$ cat src/logic/mcs_defs.svh
// register map, field positions, reset values and sequence constants
`ifndef MCS_DEFS_SVH
`define MCS_DEFS_SVH

// ----------------------------------------------------------------
// register byte addresses
// ----------------------------------------------------------------
`define MCS_ADDR_W 8
`define MCS_ADDR_CTRL 8'h00
`define MCS_ADDR_CFG 8'h04
`define MCS_ADDR_ZS 8'h08
`define MCS_ADDR_OFS 8'h0C
`define MCS_ADDR_STAT 8'h10
`define MCS_ADDR_RES_BASE 8'h14
`define MCS_RES_NUM 4

// ----------------------------------------------------------------
// field positions
// ----------------------------------------------------------------
`define MCS_CTRL_RUN 0
`define MCS_CFG_T1SRC_LO 0
`define MCS_CFG_T2SRC_LO 2
`define MCS_CFG_CNT_LO 7
`define MCS_CFG_CNT_HI 9
`define MCS_CFG_T2E 11
`define MCS_CFG_T1E 12
`define MCS_CFG_W 13
`define MCS_ZS_SENS_LO 0
`define MCS_ZS_TEMP_LO 8
`define MCS_ZS_W 6
`define MCS_DW 16
`define MCS_STAT_PH_LO 0
`define MCS_STAT_SLOT 3
`define MCS_STAT_INIT 4
`define MCS_STAT_BUSY 5
`define MCS_STAT_SRC_LO 8
`define MCS_STAT_REP_LO 16

// ----------------------------------------------------------------
// reset values
// ----------------------------------------------------------------
`define MCS_CFG_RST 13'h1000
`define MCS_ZS_RST 6'h00
`define MCS_OFS_RST 16'h0000

// ----------------------------------------------------------------
// zero shift limits, two's complement in six bits
// ----------------------------------------------------------------
`define MCS_ZS_POS_MAX 6'h1F
`define MCS_ZS_NEG_MAX 6'h21
`define MCS_ZS_NEG_OVER 6'h20

// ----------------------------------------------------------------
// regular cycle phases and start routine steps
// ----------------------------------------------------------------
`define MCS_PH_T1AZ 3'h0
`define MCS_PH_T1 3'h1
`define MCS_PH_BAZ 3'h2
`define MCS_PH_T2AZ 3'h3
`define MCS_PH_T2 3'h4
`define MCS_PH_CM 3'h5
`define MCS_INIT_BR 2'h0
`define MCS_INIT_BAZ 2'h1
`define MCS_INIT_T1 2'h2
`define MCS_INIT_T1AZ 2'h3

`endif

$ cat src/logic/mcs_pkg.sv
// types shared by the measurement cycle sequencer
package mcs_pkg;

	typedef enum logic [2:0] {
		SRC_BRIDGE,
		SRC_ZERO_BRIDGE,
		SRC_ZERO_TEMP,
		SRC_DIODE_INT,
		SRC_DIODE_EXT,
		SRC_BRIDGE_RES,
		SRC_THERM,
		SRC_COMMON_MODE
	} mcs_src_t;

	typedef enum logic [1:0] {
		ST_IDLE,
		ST_ISSUE,
		ST_WAIT
	} mcs_state_t;

	typedef enum logic [1:0] {
		RES_BRIDGE,
		RES_TEMP1,
		RES_TEMP2,
		RES_COMMON
	} mcs_res_t;

endpackage : mcs_pkg

$ cat src/logic/mcs_conv_if.sv
// conversion request channel between sequencer core and converter port
`timescale 1ns/1ps
`include "mcs_defs.svh"
interface mcs_conv_if;
	logic req;
	mcs_pkg::mcs_src_t src;
	logic [`MCS_ZS_W-1:0] zero_code;
	logic done;
	logic [`MCS_DW-1:0] data;

	modport seq (output req, output src, output zero_code, input done, input data);
	modport conv (input req, input src, input zero_code, output done, output data);
endinterface : mcs_conv_if

$ cat src/logic/mcs_seq.sv
// measurement cycle sequencer: apb registers, cycle walk, result capture
//
// Summary of operation
// RL1: multiplexer walks auto-zero, diode, bridge resistor, thermistor and bridge sources.
// RL2: bridge repeat count n decoded from config bits 9:7 as one to 128.
// RL3: second temperature enable off drops temp-2 slots and their bridge runs.
// RL4: after reset a start routine measures bridge and bridge auto-zero first.
// RL5: with main temperature enabled, start routine adds temp-1 and its auto-zero.
// RL6: each cycle runs n bridge measurements before every slot in fixed order.
// RL7: the calibration controller starts and stops the sequence through a run bit.
// RL8: sensor zero shift is signed six bits, accepting -31 through 31.
// RL9: software keeps the zero shift inside -20 through 20 for guaranteed performance.
// RL10: temperature zero shift is a separate six-bit setting.
// RL11: remaining sensor offset is subtracted digitally from each bridge result.
// RL12: after the common-mode slot the cycle restarts at its first bridge run.
`timescale 1ns/1ps
`include "mcs_defs.svh"
module mcs_seq (
	// clock and reset
	input wire logic pclk,
	input wire logic presetn,
	// apb slave
	input wire logic psel,
	input wire logic penable,
	input wire logic pwrite,
	input wire logic [`MCS_ADDR_W-1:0] paddr,
	input wire logic [31:0] pwdata,
	output logic [31:0] prdata,
	output logic pready,
	output logic pslverr,
	// analog front end
	output logic [2:0] mux_sel,
	output logic [`MCS_ZS_W-1:0] zero_shift_code,
	output logic adc_start,
	input wire logic adc_done,
	input wire logic [`MCS_DW-1:0] adc_data
);
	// ----------------------------------------------------------------
	// declarations
	// ----------------------------------------------------------------
	mcs_conv_if cv ();

	logic run_reg;
	logic [`MCS_CFG_W-1:0] cycle_config_word;
	logic [`MCS_ZS_W-1:0] zs_sensor_reg;
	logic [`MCS_ZS_W-1:0] zs_temp_reg;
	logic [`MCS_DW-1:0] offset_reg;
	logic [31:0] prdata_reg;

	mcs_pkg::mcs_state_t state_reg;
	logic init_reg;
	logic [1:0] init_idx_reg;
	logic [2:0] phase_reg;
	logic slot_reg;
	logic [7:0] rep_reg;

	logic [`MCS_DW-1:0] az_bridge_reg;
	logic [`MCS_DW-1:0] az_temp1_reg;
	logic [`MCS_DW-1:0] az_temp2_reg;
	logic [`MCS_DW-1:0] res_reg [`MCS_RES_NUM];

	logic [7:0] rep_last;
	logic second_temp_enable;
	logic main_temp_enable;
	mcs_pkg::mcs_src_t cur_src;
	logic cur_is_temp;
	logic conv_done;
	logic [`MCS_DW-1:0] conv_data;

	logic setup_ph;
	logic access_ph;
	logic wr_en;

	// ----------------------------------------------------------------
	// helper functions
	// ----------------------------------------------------------------
	function automatic logic addr_hit(input logic [`MCS_ADDR_W-1:0] a,
		input logic [`MCS_ADDR_W-1:0] target);
		addr_hit = (a == target);
	endfunction : addr_hit

	function automatic logic addr_mapped(input logic [`MCS_ADDR_W-1:0] a);
		logic hit;
		hit = addr_hit(a, `MCS_ADDR_CTRL) || addr_hit(a, `MCS_ADDR_CFG) ||
			addr_hit(a, `MCS_ADDR_ZS) || addr_hit(a, `MCS_ADDR_OFS) ||
			addr_hit(a, `MCS_ADDR_STAT);
		for (int i = 0; i < `MCS_RES_NUM; i++)
			if (addr_hit(a, `MCS_ADDR_RES_BASE + 8'(4 * i)))
				hit = 1'b1;
		addr_mapped = hit;
	endfunction : addr_mapped

	// temperature source selection, used for both channels
	function automatic mcs_pkg::mcs_src_t temp_src(input logic [1:0] code);
		case (code)
			2'h0: temp_src = mcs_pkg::SRC_DIODE_INT;
			2'h1: temp_src = mcs_pkg::SRC_DIODE_EXT;
			2'h2: temp_src = mcs_pkg::SRC_BRIDGE_RES;
			default: temp_src = mcs_pkg::SRC_THERM;
		endcase
	endfunction : temp_src

	// codes outside -31..31 are clamped: -32 has no matching positive step
	function automatic logic [`MCS_ZS_W-1:0] zs_clamp(input logic [`MCS_ZS_W-1:0] code);
		if (code == `MCS_ZS_NEG_OVER)
			zs_clamp = `MCS_ZS_NEG_MAX;
		else
			zs_clamp = code;
	endfunction : zs_clamp

	// ----------------------------------------------------------------
	// configuration decode
	// ----------------------------------------------------------------
	// n - 1 as an all-ones mask of the decoded width
	assign rep_last = 8'((9'h1 << cycle_config_word[`MCS_CFG_CNT_HI:`MCS_CFG_CNT_LO]) - 9'h1); // RL2
	assign second_temp_enable = cycle_config_word[`MCS_CFG_T2E];
	assign main_temp_enable = cycle_config_word[`MCS_CFG_T1E];

	// ----------------------------------------------------------------
	// source for the current step
	// ----------------------------------------------------------------
	always_comb
	begin
		cur_src = mcs_pkg::SRC_BRIDGE;
		cur_is_temp = 1'b0;
		if (init_reg)
		begin
			case (init_idx_reg)
				`MCS_INIT_BR: cur_src = mcs_pkg::SRC_BRIDGE; // RL4
				`MCS_INIT_BAZ: cur_src = mcs_pkg::SRC_ZERO_BRIDGE; // RL4
				`MCS_INIT_T1: cur_src = temp_src(cycle_config_word[`MCS_CFG_T1SRC_LO +: 2]); // RL5
				`MCS_INIT_T1AZ: cur_src = mcs_pkg::SRC_ZERO_TEMP; // RL5
				default: cur_src = mcs_pkg::SRC_BRIDGE;
			endcase
			cur_is_temp = init_idx_reg[1];
		end
		else if (slot_reg)
		begin
			case (phase_reg) // RL1
				`MCS_PH_T1AZ: cur_src = mcs_pkg::SRC_ZERO_TEMP;
				`MCS_PH_T1: cur_src = temp_src(cycle_config_word[`MCS_CFG_T1SRC_LO +: 2]);
				`MCS_PH_BAZ: cur_src = mcs_pkg::SRC_ZERO_BRIDGE;
				`MCS_PH_T2AZ: cur_src = mcs_pkg::SRC_ZERO_TEMP;
				`MCS_PH_T2: cur_src = temp_src(cycle_config_word[`MCS_CFG_T2SRC_LO +: 2]);
				default: cur_src = mcs_pkg::SRC_COMMON_MODE;
			endcase
			cur_is_temp = (phase_reg != `MCS_PH_BAZ) && (phase_reg != `MCS_PH_CM);
		end
	end

	// ----------------------------------------------------------------
	// conversion requests
	// ----------------------------------------------------------------
	assign cv.req = (state_reg == mcs_pkg::ST_ISSUE);
	assign cv.src = cur_src;
	// separate shift codes for sensor and temperature steps
	assign cv.zero_code = cur_is_temp ? zs_clamp(zs_temp_reg) : zs_clamp(zs_sensor_reg); // RL8 RL10
	assign conv_done = cv.done;
	assign conv_data = cv.data;

	mcs_conv_port u_conv (
		.pclk(pclk),
		.presetn(presetn),
		.cv(cv.conv),
		.mux_sel(mux_sel),
		.zero_shift_code(zero_shift_code),
		.adc_start(adc_start),
		.adc_done(adc_done),
		.adc_data(adc_data)
	);

	// ----------------------------------------------------------------
	// step control
	// ----------------------------------------------------------------
	// a clear of run lets the conversion in flight finish before idling
	always_ff @(posedge pclk or negedge presetn)
		if (!presetn)
			state_reg <= mcs_pkg::ST_IDLE;
		else
			case (state_reg)
				mcs_pkg::ST_IDLE:
					if (run_reg)
						state_reg <= mcs_pkg::ST_ISSUE; // RL7
				mcs_pkg::ST_ISSUE:
					state_reg <= mcs_pkg::ST_WAIT;
				mcs_pkg::ST_WAIT:
					if (conv_done)
						state_reg <= run_reg ? mcs_pkg::ST_ISSUE : mcs_pkg::ST_IDLE; // RL7
				default:
					state_reg <= mcs_pkg::ST_IDLE;
			endcase

	// ----------------------------------------------------------------
	// position in start routine and regular cycle
	// ----------------------------------------------------------------
	always_ff @(posedge pclk or negedge presetn)
		if (!presetn)
		begin
			init_reg <= 1'b1;
			init_idx_reg <= `MCS_INIT_BR;
			phase_reg <= `MCS_PH_T1AZ;
			slot_reg <= 1'b0;
			rep_reg <= 8'h00;
		end
		else if (state_reg == mcs_pkg::ST_WAIT && conv_done)
		begin
			if (init_reg)
			begin
				if (init_idx_reg == `MCS_INIT_T1AZ ||
					(init_idx_reg == `MCS_INIT_BAZ && !main_temp_enable)) // RL5
				begin
					init_reg <= 1'b0;
					phase_reg <= `MCS_PH_T1AZ;
					slot_reg <= 1'b0;
					rep_reg <= 8'h00;
				end
				else
					init_idx_reg <= init_idx_reg + 2'h1; // RL4
			end
			else if (!slot_reg)
			begin
				if (rep_reg >= rep_last) // RL6
					slot_reg <= 1'b1;
				else
					rep_reg <= rep_reg + 8'h01;
			end
			else
			begin
				slot_reg <= 1'b0;
				rep_reg <= 8'h00;
				if (phase_reg == `MCS_PH_CM)
					phase_reg <= `MCS_PH_T1AZ; // RL12
				else if (phase_reg == `MCS_PH_BAZ && !second_temp_enable)
					phase_reg <= `MCS_PH_CM; // RL3
				else
					phase_reg <= phase_reg + 3'h1; // RL6
			end
		end

	// ----------------------------------------------------------------
	// auto-zero capture
	// ----------------------------------------------------------------
	always_ff @(posedge pclk or negedge presetn)
		if (!presetn)
		begin
			az_bridge_reg <= '0;
			az_temp1_reg <= '0;
			az_temp2_reg <= '0;
		end
		else if (state_reg == mcs_pkg::ST_WAIT && conv_done)
		begin
			if (cur_src == mcs_pkg::SRC_ZERO_BRIDGE)
				az_bridge_reg <= conv_data;
			if (cur_src == mcs_pkg::SRC_ZERO_TEMP)
			begin
				if (!init_reg && phase_reg == `MCS_PH_T2AZ)
					az_temp2_reg <= conv_data;
				else
					az_temp1_reg <= conv_data;
			end
		end

	// ----------------------------------------------------------------
	// corrected results and raw common mode, one register per measured quantity
	// ----------------------------------------------------------------
	generate
		for (genvar g = 0; g < `MCS_RES_NUM; g++)
		begin : g_res
			logic take;
			logic [`MCS_DW-1:0] value;
			always_comb
			begin
				take = 1'b0;
				value = conv_data;
				case (g)
					mcs_pkg::RES_BRIDGE:
					begin
						take = (cur_src == mcs_pkg::SRC_BRIDGE);
						value = conv_data - az_bridge_reg - offset_reg; // RL11
					end
					mcs_pkg::RES_TEMP1:
					begin
						take = cur_is_temp && cur_src != mcs_pkg::SRC_ZERO_TEMP &&
							(init_reg || phase_reg == `MCS_PH_T1);
						value = conv_data - az_temp1_reg;
					end
					mcs_pkg::RES_TEMP2:
					begin
						take = cur_is_temp && !init_reg && phase_reg == `MCS_PH_T2;
						value = conv_data - az_temp2_reg;
					end
					default:
						take = (cur_src == mcs_pkg::SRC_COMMON_MODE);
				endcase
			end
			always_ff @(posedge pclk or negedge presetn)
				if (!presetn)
					res_reg[g] <= '0;
				else if (state_reg == mcs_pkg::ST_WAIT && conv_done && take)
					res_reg[g] <= value;
		end
	endgenerate

	// ----------------------------------------------------------------
	// apb slave: zero wait, read data prepared during setup
	// ----------------------------------------------------------------
	assign setup_ph = psel && !penable;
	assign access_ph = psel && penable;
	assign wr_en = access_ph && pwrite;
	assign pready = 1'b1;
	assign pslverr = access_ph && !addr_mapped(paddr);
	assign prdata = prdata_reg;

	always_ff @(posedge pclk or negedge presetn)
		if (!presetn)
		begin
			run_reg <= 1'b0;
			cycle_config_word <= `MCS_CFG_RST;
			zs_sensor_reg <= `MCS_ZS_RST;
			zs_temp_reg <= `MCS_ZS_RST;
			offset_reg <= `MCS_OFS_RST;
		end
		else if (wr_en)
		begin
			if (addr_hit(paddr, `MCS_ADDR_CTRL))
				run_reg <= pwdata[`MCS_CTRL_RUN]; // RL7
			if (addr_hit(paddr, `MCS_ADDR_CFG))
				cycle_config_word <= pwdata[`MCS_CFG_W-1:0];
			if (addr_hit(paddr, `MCS_ADDR_ZS))
			begin
				zs_sensor_reg <= pwdata[`MCS_ZS_SENS_LO +: `MCS_ZS_W]; // RL8
				zs_temp_reg <= pwdata[`MCS_ZS_TEMP_LO +: `MCS_ZS_W]; // RL10
			end
			if (addr_hit(paddr, `MCS_ADDR_OFS))
				offset_reg <= pwdata[`MCS_DW-1:0];
		end

	always_ff @(posedge pclk or negedge presetn)
		if (!presetn)
			prdata_reg <= 32'h0000_0000;
		else if (setup_ph && !pwrite)
		begin
			prdata_reg <= 32'h0000_0000;
			if (addr_hit(paddr, `MCS_ADDR_CTRL))
				prdata_reg[`MCS_CTRL_RUN] <= run_reg;
			if (addr_hit(paddr, `MCS_ADDR_CFG))
				prdata_reg[`MCS_CFG_W-1:0] <= cycle_config_word;
			if (addr_hit(paddr, `MCS_ADDR_ZS))
			begin
				prdata_reg[`MCS_ZS_SENS_LO +: `MCS_ZS_W] <= zs_sensor_reg;
				prdata_reg[`MCS_ZS_TEMP_LO +: `MCS_ZS_W] <= zs_temp_reg;
			end
			if (addr_hit(paddr, `MCS_ADDR_OFS))
				prdata_reg[`MCS_DW-1:0] <= offset_reg;
			if (addr_hit(paddr, `MCS_ADDR_STAT))
			begin
				prdata_reg[`MCS_STAT_PH_LO +: 3] <= phase_reg;
				prdata_reg[`MCS_STAT_SLOT] <= slot_reg;
				prdata_reg[`MCS_STAT_INIT] <= init_reg;
				prdata_reg[`MCS_STAT_BUSY] <= (state_reg != mcs_pkg::ST_IDLE);
				prdata_reg[`MCS_STAT_SRC_LO +: 3] <= cur_src;
				prdata_reg[`MCS_STAT_REP_LO +: 8] <= rep_reg;
			end
			for (int i = 0; i < `MCS_RES_NUM; i++)
				if (addr_hit(paddr, `MCS_ADDR_RES_BASE + 8'(4 * i)))
					prdata_reg[`MCS_DW-1:0] <= res_reg[i];
		end
endmodule : mcs_seq

$ cat src/logic/mcs_conv_port.sv
// drives multiplexer, zero shift and converter handshake for one conversion at a time
`timescale 1ns/1ps
`include "mcs_defs.svh"
module mcs_conv_port (
	// clock and reset
	input wire logic pclk,
	input wire logic presetn,
	// sequencer side
	mcs_conv_if.conv cv,
	// analog front end side
	output logic [2:0] mux_sel,
	output logic [`MCS_ZS_W-1:0] zero_shift_code,
	output logic adc_start,
	input wire logic adc_done,
	input wire logic [`MCS_DW-1:0] adc_data
);
	logic busy_reg;
	logic start_reg;
	logic done_reg;
	logic [`MCS_DW-1:0] data_reg;
	mcs_pkg::mcs_src_t src_reg;
	logic [`MCS_ZS_W-1:0] zs_reg;

	// ----------------------------------------------------------------
	// source and shift held steady for the whole conversion
	// ----------------------------------------------------------------
	always_ff @(posedge pclk or negedge presetn)
		if (!presetn)
		begin
			src_reg <= mcs_pkg::SRC_ZERO_BRIDGE;
			zs_reg <= `MCS_ZS_RST;
		end
		else if (cv.req && !busy_reg)
		begin
			src_reg <= cv.src;
			zs_reg <= cv.zero_code;
		end

	always_ff @(posedge pclk or negedge presetn)
		if (!presetn)
		begin
			busy_reg <= 1'b0;
			start_reg <= 1'b0;
		end
		else
		begin
			start_reg <= cv.req && !busy_reg;
			if (cv.req && !busy_reg)
				busy_reg <= 1'b1;
			else if (adc_done && !start_reg)
				busy_reg <= 1'b0;
		end

	// ----------------------------------------------------------------
	// result handed back as a one-cycle pulse
	// ----------------------------------------------------------------
	always_ff @(posedge pclk or negedge presetn)
		if (!presetn)
		begin
			done_reg <= 1'b0;
			data_reg <= '0;
		end
		else
		begin
			done_reg <= busy_reg && !start_reg && adc_done;
			if (busy_reg && !start_reg && adc_done)
				data_reg <= adc_data;
		end

	assign mux_sel = src_reg;
	assign zero_shift_code = zs_reg;
	assign adc_start = start_reg;
	assign cv.done = done_reg;
	assign cv.data = data_reg;
endmodule : mcs_conv_port

$ cat config.mk
export PLATFORM = sky130hd
export DESIGN_NAME = mcs_seq
export DESIGN_NICKNAME = d
export VERILOG_FILES = /design/src/logic/mcs_pkg.sv /design/src/logic/mcs_conv_if.sv /design/src/logic/mcs_seq.sv /design/src/logic/mcs_conv_port.sv
export VERILOG_INCLUDE_DIRS = /design/src /design/src/logic
export SDC_FILE = /design/constraint.sdc
export NUM_CORES = 1
export LEC_CHECK = 0
export BUFFER_PORTS_ARGS = -buffer_cell sky130_fd_sc_hd__buf_2
export CAP_MARGIN = 40
export CORE_MARGIN = 5
export CORE_UTILIZATION = 55
export DETAILED_ROUTE_END_ITERATION = 7
export PLACE_DENSITY_LB_ADDON = 0.3
export SLEW_MARGIN = 5
export SYNTH_ARGS = -nofsm -noshare
export SYNTH_HDL_FRONTEND = slang
export SYNTH_SLANG_ARGS = --single-unit
$ cat constraint.sdc
create_clock -name pclk -period 8.2 [get_ports pclk]
set_clock_uncertainty 0.05 [all_clocks]
set_input_delay 1.23 -clock pclk [delete_from_list [all_inputs] [get_ports pclk]]
set_output_delay 1.23 -clock pclk [all_outputs]
set_load 0.03 [all_outputs]
# Word level (Yosys, flattened, before mapping)
# Cells that the tools add are included.
# op_classes
n_addsub	8
magnitude_cmp	1
n_eq_ne	34
shifts	1
muxes	48
bitwise_logic	2
reduce_logical	59
# ops
op	count
$mux W16	5
$sub A16 B16 Y16	4
$mux W8	5
$mux W6	6
$eq A8 B5 Y1 const B	4
$mux W3	8
$pmux W3 S4	2
$logic_and A1 B1 Y1	22
$pmux W3 S3	2
$eq A8 B4 Y1 const B	2
$mux W1	16
$reduce_and A3 Y1	5
$reduce_and A2 Y1	7
$mux W13	1
$eq A6 B6 Y1 const B	2
$eq A2 B2 Y1 const B	5
$eq A3 B2 Y1 const B	3
$eq A3 B3 Y1 const B	3
$add A8 B1 Y8 const B	1
$eq A2 B1 Y1 const B	4
$eq A8 B3 Y1 const B	1
$eq A8 B6 Y1 const B	1
$ge A8 B8 Y1	1
$logic_not A1 Y1	8
18 further kinds	35
# totals
ff_bits	223
in_bits	62
out_inout_bits	44
elab_cells	178

# Longest topological paths before layout
# logic_depth
word_depth	11
mapped_depth	12
mapped_depth_nobuf	11

# By module
# From an unflattened synthesis, not the netlist that was laid out.
# hier_totals
hier_cells	1204
hier_area_um2	12634.6
# modules_own_cells
module	instances	cells_each	area_per_inst_um2	seq_area_each_um2
mcs_seq	1	1145	11567.3	4882.2
mcs_conv_port	1	59	1067.3	701.9

# Worst setup path after synthesis
# Ideal clock, no wire load.
# synth_path
path_type	input to output
startpoint	input port paddr[1]
endpoint	output port pslverr
arrival_ps	2562
t_required_ps	6920
setup_slack_ps	4358
stages	6
n_path_buf	3
cell_sequence	nor2_1 clkbuf_1 and4_1 clkbuf_1 clkbuf_1 nor2_1
# synth_between
elab_chain_len	11
word_cells_on_any_way	19
classes_between	eq/ne: 8; mux: 4; reduce/logical: 7
# synth_lines
element	line_no	text
start, declared	mcs_seq.sv:26	input wire logic [`MCS_ADDR_W-1:0] paddr,
$eq A8 B3 Y1 or $logic_not A8 Y1 (tied branches)	mcs_seq.sv:79	addr_hit = (a == target);
$logic_or A1 B1 Y1 (4 in series)	mcs_seq.sv:84	hit = addr_hit(a, `MCS_ADDR_CTRL) || addr_hit(a, `MCS_ADDR_CFG) ||
$mux W1 (3 in series)	mcs_seq.sv:88	if (addr_hit(a, `MCS_ADDR_RES_BASE + 8'(4 * i)))
$mux W1 *	mcs_seq.sv:88	
$logic_not A1 Y1 *	mcs_seq.sv:311	assign pslverr = access_ph && !addr_mapped(paddr);
$logic_and A1 B1 Y1 *	mcs_seq.sv:311	
end, declared	mcs_seq.sv:30	output logic pslverr,
# Every way passes the cells marked *; elsewhere a longest branch is shown, timed or not.

# Worst setup path after layout
# Ends and elaborated chain as after synthesis.

==> flow_summary.json <==
{
  "vdd_ir_drop_max_uv": 188,
  "filler_cell_count": 1902,
  "power_frac_clock_pct": 28.4,
  "core_region_area_sq_um": 22700,
  "grt_antenna_before_repair": 1,
  "x_dimension_of_the_die_microns": 162,
  "grt_setup_unrepaired": "no",
  "pin_count": 106,
  "die-height_microns": 162,
  "synth_seq_cells": 223,
  "max_slew_margin_pct": 36.7,
  "worstMarginPinSlew_ns": 0.945,
  "initial_cell_density_of_the_core_pct": 56.0,
  "average_cell_area_after_synthesis_sq_um": 9.89,
  "synth.yosys.warnings": 0,
  "timing.critical_path.fanout_max": 17,
  "pwr-share-seq_pct": 33.3,
  "cts_num_sinks": 223,
  "clock_tree_from_tritoncts": "yes",
  "cts-root-buf": "sky130_fd_sc_hd__clkbuf_16",
  "ratio_of_final_minimum_period_to_clock_period_pct": 53.7,
  "grt_max_degree": 89,
  "worst_hold_path_type": "register to register",
  "detailed_place_hpwl_microns": 24500,
  "die_area_sq_um": 26300,
  "power_per_cell_area_nw_per_um2": 292,
  "required_ns": 6.92,
  "run_status": "finished, final reports clean",
  "max_freq_ghz": 0.227,
  "cp_endpoint_kind": "output pin",
  "drtIter0Drc": 974,
  "cts_made_buffers": 26,
  "timing.final.hold_violations": 0,
  "intPower_uw": 2620,
  "leading_register_cell_type_out_of_synthesis": "sky130_fd_sc_hd__dfrtp_1",
  "port_buffers": 80,
  "firstDrtPassIters": 6,
  "grt_first_pass_wirelength_microns": 52900,
  "final_layout_size_suffix_gt1_share_pct": 18.4,
  "syn2layout_area_growth_pct": 12.3,
  "number_of_antenna_violating_nets_in_the_routed_design": 0,
  "yosysMostFrequentCell": "sky130_fd_sc_hd__dfrtp_1",
  "final_nets": 1511,
  "post_synth_instance_area_sq_um": 12700,
  "final.min_clock_period_ns": 4.40,
  "worst-setup-path-type": "primary input to output pin",
  "switchingPower_uw": 1560,
  "ys_async_sr_fraction_pct": 100,
  "cts.repair_timing.setup_buffer_count": 0,
  "cts_hold_buffers": 0,
  "drc_errors": 0,
  "cts_max_path_buffers": 3,
  "maxCapViolations": 0,
  "clock_latency_ns": 0.54,
  "switching_share_pct": 37.3,
  "setup_tns_ns": 0,
  "worst_path_arrival_ns": 3.12,
  "yosysUniqueCellTypes": 81,
  "worst_setup_hold_path_clk_slew_ns": 0.06,
  "timing.critical_path.from_type": "primary input",
  "route.detailed.vias_per_inst": 5.91,
  "ys_seq_area_share_pct": 43.9,
  "detail_route.wirelength_microns": 33200,
  "h_tree_levels": 1,
  "synth.cells.most_frequent": "sky130_fd_sc_hd__dfrtp_1, sky130_fd_sc_hd__nand2_1, sky130_fd_sc_hd__inv_1",
  "grt_pass1_vias": 9600,
  "drv_slew": 0,
  "yosys-top-cells-area": "sky130_fd_sc_hd__dfrtp_1, sky130_fd_sc_hd__mux2_2, sky130_fd_sc_hd__ha_1, sky130_fd_sc_hd__nand2_1, sky130_fd_sc_hd__o21ai_0",
  "p_leak_uw": 0.00672,
  "globalRouteTotalUtil_pct": 25.5,
  "grt-ovfl-total": 0,
  "finalSetupViolCount": 0,
  "p_comb_share_pct": 38.3,
  "global_placement_routability_congestion": 0.925,
  "rows": 55,
  "largest_register_ffs": 64,
  "post_synthesis_cells": 1287,
  "wl_per_cell_microns": 20.0,
  "yosysTopAreaCellShare_pct": 43.3,
  "whs_ns": 0.409,
  "postCtsResizedCells": 0,
  "synth_enable_flop_cells": 0,
  "vias": 9835,
  "antennaDiodeCount": 0,
  "synth_top_cell_by_area": "sky130_fd_sc_hd__dfrtp_1"
}
[worst paths after layout]
| check | to | slack, ns | cells after the start | start |
|---|---|---|---|---|
| worst min-delay path | prdata[17]$_DFFE_PN0P_ | 0.41 | 2 | prdata[17]$_DFFE_PN0P_ |
| worst max register to register | res_reg[62]$_DFFE_PN0P_ | 4.52 | 9 | u_conv.cv.data[2]$_DFFE_PN0P_ |
| min in group asynchronous | u_conv.zero_shift_code[1]$_DFFE_PN0P_ | 0.63 | 1 | presetn |
| worst max-delay path | pslverr | 3.80 | 5 | paddr[1] |
| worst min register to register | prdata[17]$_DFFE_PN0P_ | 0.41 | 2 | prdata[17]$_DFFE_PN0P_ |
| max in group asynchronous | az_temp2_reg[14]$_DFFE_PN0P_ | 6.11 | 2 | presetn |
[final cells by class]
class                      instances  area (sq um)  area share (%)
clock buffer                      36           749            5.24
clock inverter                    11           136           0.954
inverter                          89           334            2.34
multi-input combinational        925          6550            45.9
sequential                       223          5580            39.1
tap                              285           357            2.50
timing repair buffer              96           577            4.04
[cell families after synthesis]
family,count (synthesis),share of synthesized area [%]
muxes,112,9.95
DFF,223,43.9
buffers and inverters,147,4.90
xor gates and xnor gates,43,2.96
AOI/OAI and AO/OA,285,14.6
adders and majority gates,88,9.65
and+or+nand+nor,387,14.0
other,2,0.0590
[power by group through the flow]
stage	combinational [uW]	sequential [uW]	clock (uW)
finish	1600	1390	1180
global route	1790	1400	1250
CTS	1590	1390	1200
detailed placement	1570	1400	0
global placement	1530	1400	0
floorplan	1170	1360	0
[placed cells by master (no fill, tap or decap), types with 6 or more instances in the layout]
cell type | netlist | final
sky130_fd_sc_hd__clkbuf_16 | 0 | 27
sky130_fd_sc_hd__buf_2 | 6 | 79
sky130_fd_sc_hd__nand2b_1 | 19 | 19
sky130_fd_sc_hd__and3_1 | 7 | 7
sky130_fd_sc_hd__o21a_1 | 12 | 12
sky130_fd_sc_hd__ha_1 | 71 | 71
sky130_fd_sc_hd__clkinv_2 | 0 | 6
sky130_fd_sc_hd__nor2_1 | 70 | 70
sky130_fd_sc_hd__or2_2 | 7 | 7
sky130_fd_sc_hd__a21oi_1 | 63 | 63
sky130_fd_sc_hd__a31oi_1 | 11 | 11
sky130_fd_sc_hd__dfrtp_1 | 220 | 220
sky130_fd_sc_hd__mux2_1 | 9 | 9
sky130_fd_sc_hd__xnor2_1 | 29 | 29
sky130_fd_sc_hd__nand2_1 | 182 | 182
sky130_fd_sc_hd__xor2_1 | 14 | 14
sky130_fd_sc_hd__conb_1 | 2 | 10
sky130_fd_sc_hd__a222oi_1 | 12 | 12
sky130_fd_sc_hd__o31ai_1 | 7 | 7
sky130_fd_sc_hd__or3_1 | 6 | 6
sky130_fd_sc_hd__a21o_1 | 9 | 9
sky130_fd_sc_hd__a211oi_1 | 16 | 16
sky130_fd_sc_hd__fa_1 | 17 | 17
sky130_fd_sc_hd__nor3_1 | 12 | 11
sky130_fd_sc_hd__nand4_1 | 7 | 7
sky130_fd_sc_hd__nor2b_1 | 12 | 12
sky130_fd_sc_hd__buf_4 | 11 | 10
sky130_fd_sc_hd__mux2i_1 | 14 | 14
sky130_fd_sc_hd__o21ai_0 | 87 | 87
sky130_fd_sc_hd__nand3_1 | 36 | 36
sky130_fd_sc_hd__o211ai_1 | 12 | 12
sky130_fd_sc_hd__inv_1 | 88 | 88
sky130_fd_sc_hd__mux2_2 | 83 | 83
sky130_fd_sc_hd__mux2_4 | 6 | 6
sky130_fd_sc_hd__and2_1 | 8 | 8
[per-stage QoR]
step	cell area (sq um)	std cells	util (%)	power, uW	setup slack [ns]
5_1_grt	14300	1665	62.9	4440	3.71
6_report	14300	1665	62.9	4180	3.80
2_1_floorplan	12800	1295	-	2530	4.36
3_3_place_gp	13300	1611	58.6	2930	3.88
3_5_place_dp	13400	1618	59.0	2980	3.86
4_1_cts	14300	1665	62.9	4180	3.87
[routing by layer]
metal  global-route usage (%)  vias to the layer above  part of all wire [%]
met5                        0                        -                 0.039
met3                     4.85                       68                   7.1
li1                         -                     4644                     -
met2                     40.4                      318                    45
met1                     35.4                     4803                    44
met4                     9.07                        2                   4.0
[critical path, stage by stage]
cell,delay [ns]
sky130_fd_sc_hd__buf_2,0.10
sky130_fd_sc_hd__nor2_1,0.57
sky130_fd_sc_hd__and4_1,0.89
sky130_fd_sc_hd__nor2_1,0.11
sky130_fd_sc_hd__buf_2,0.21
No activity file was read; power rests on OpenSTA's default activity.
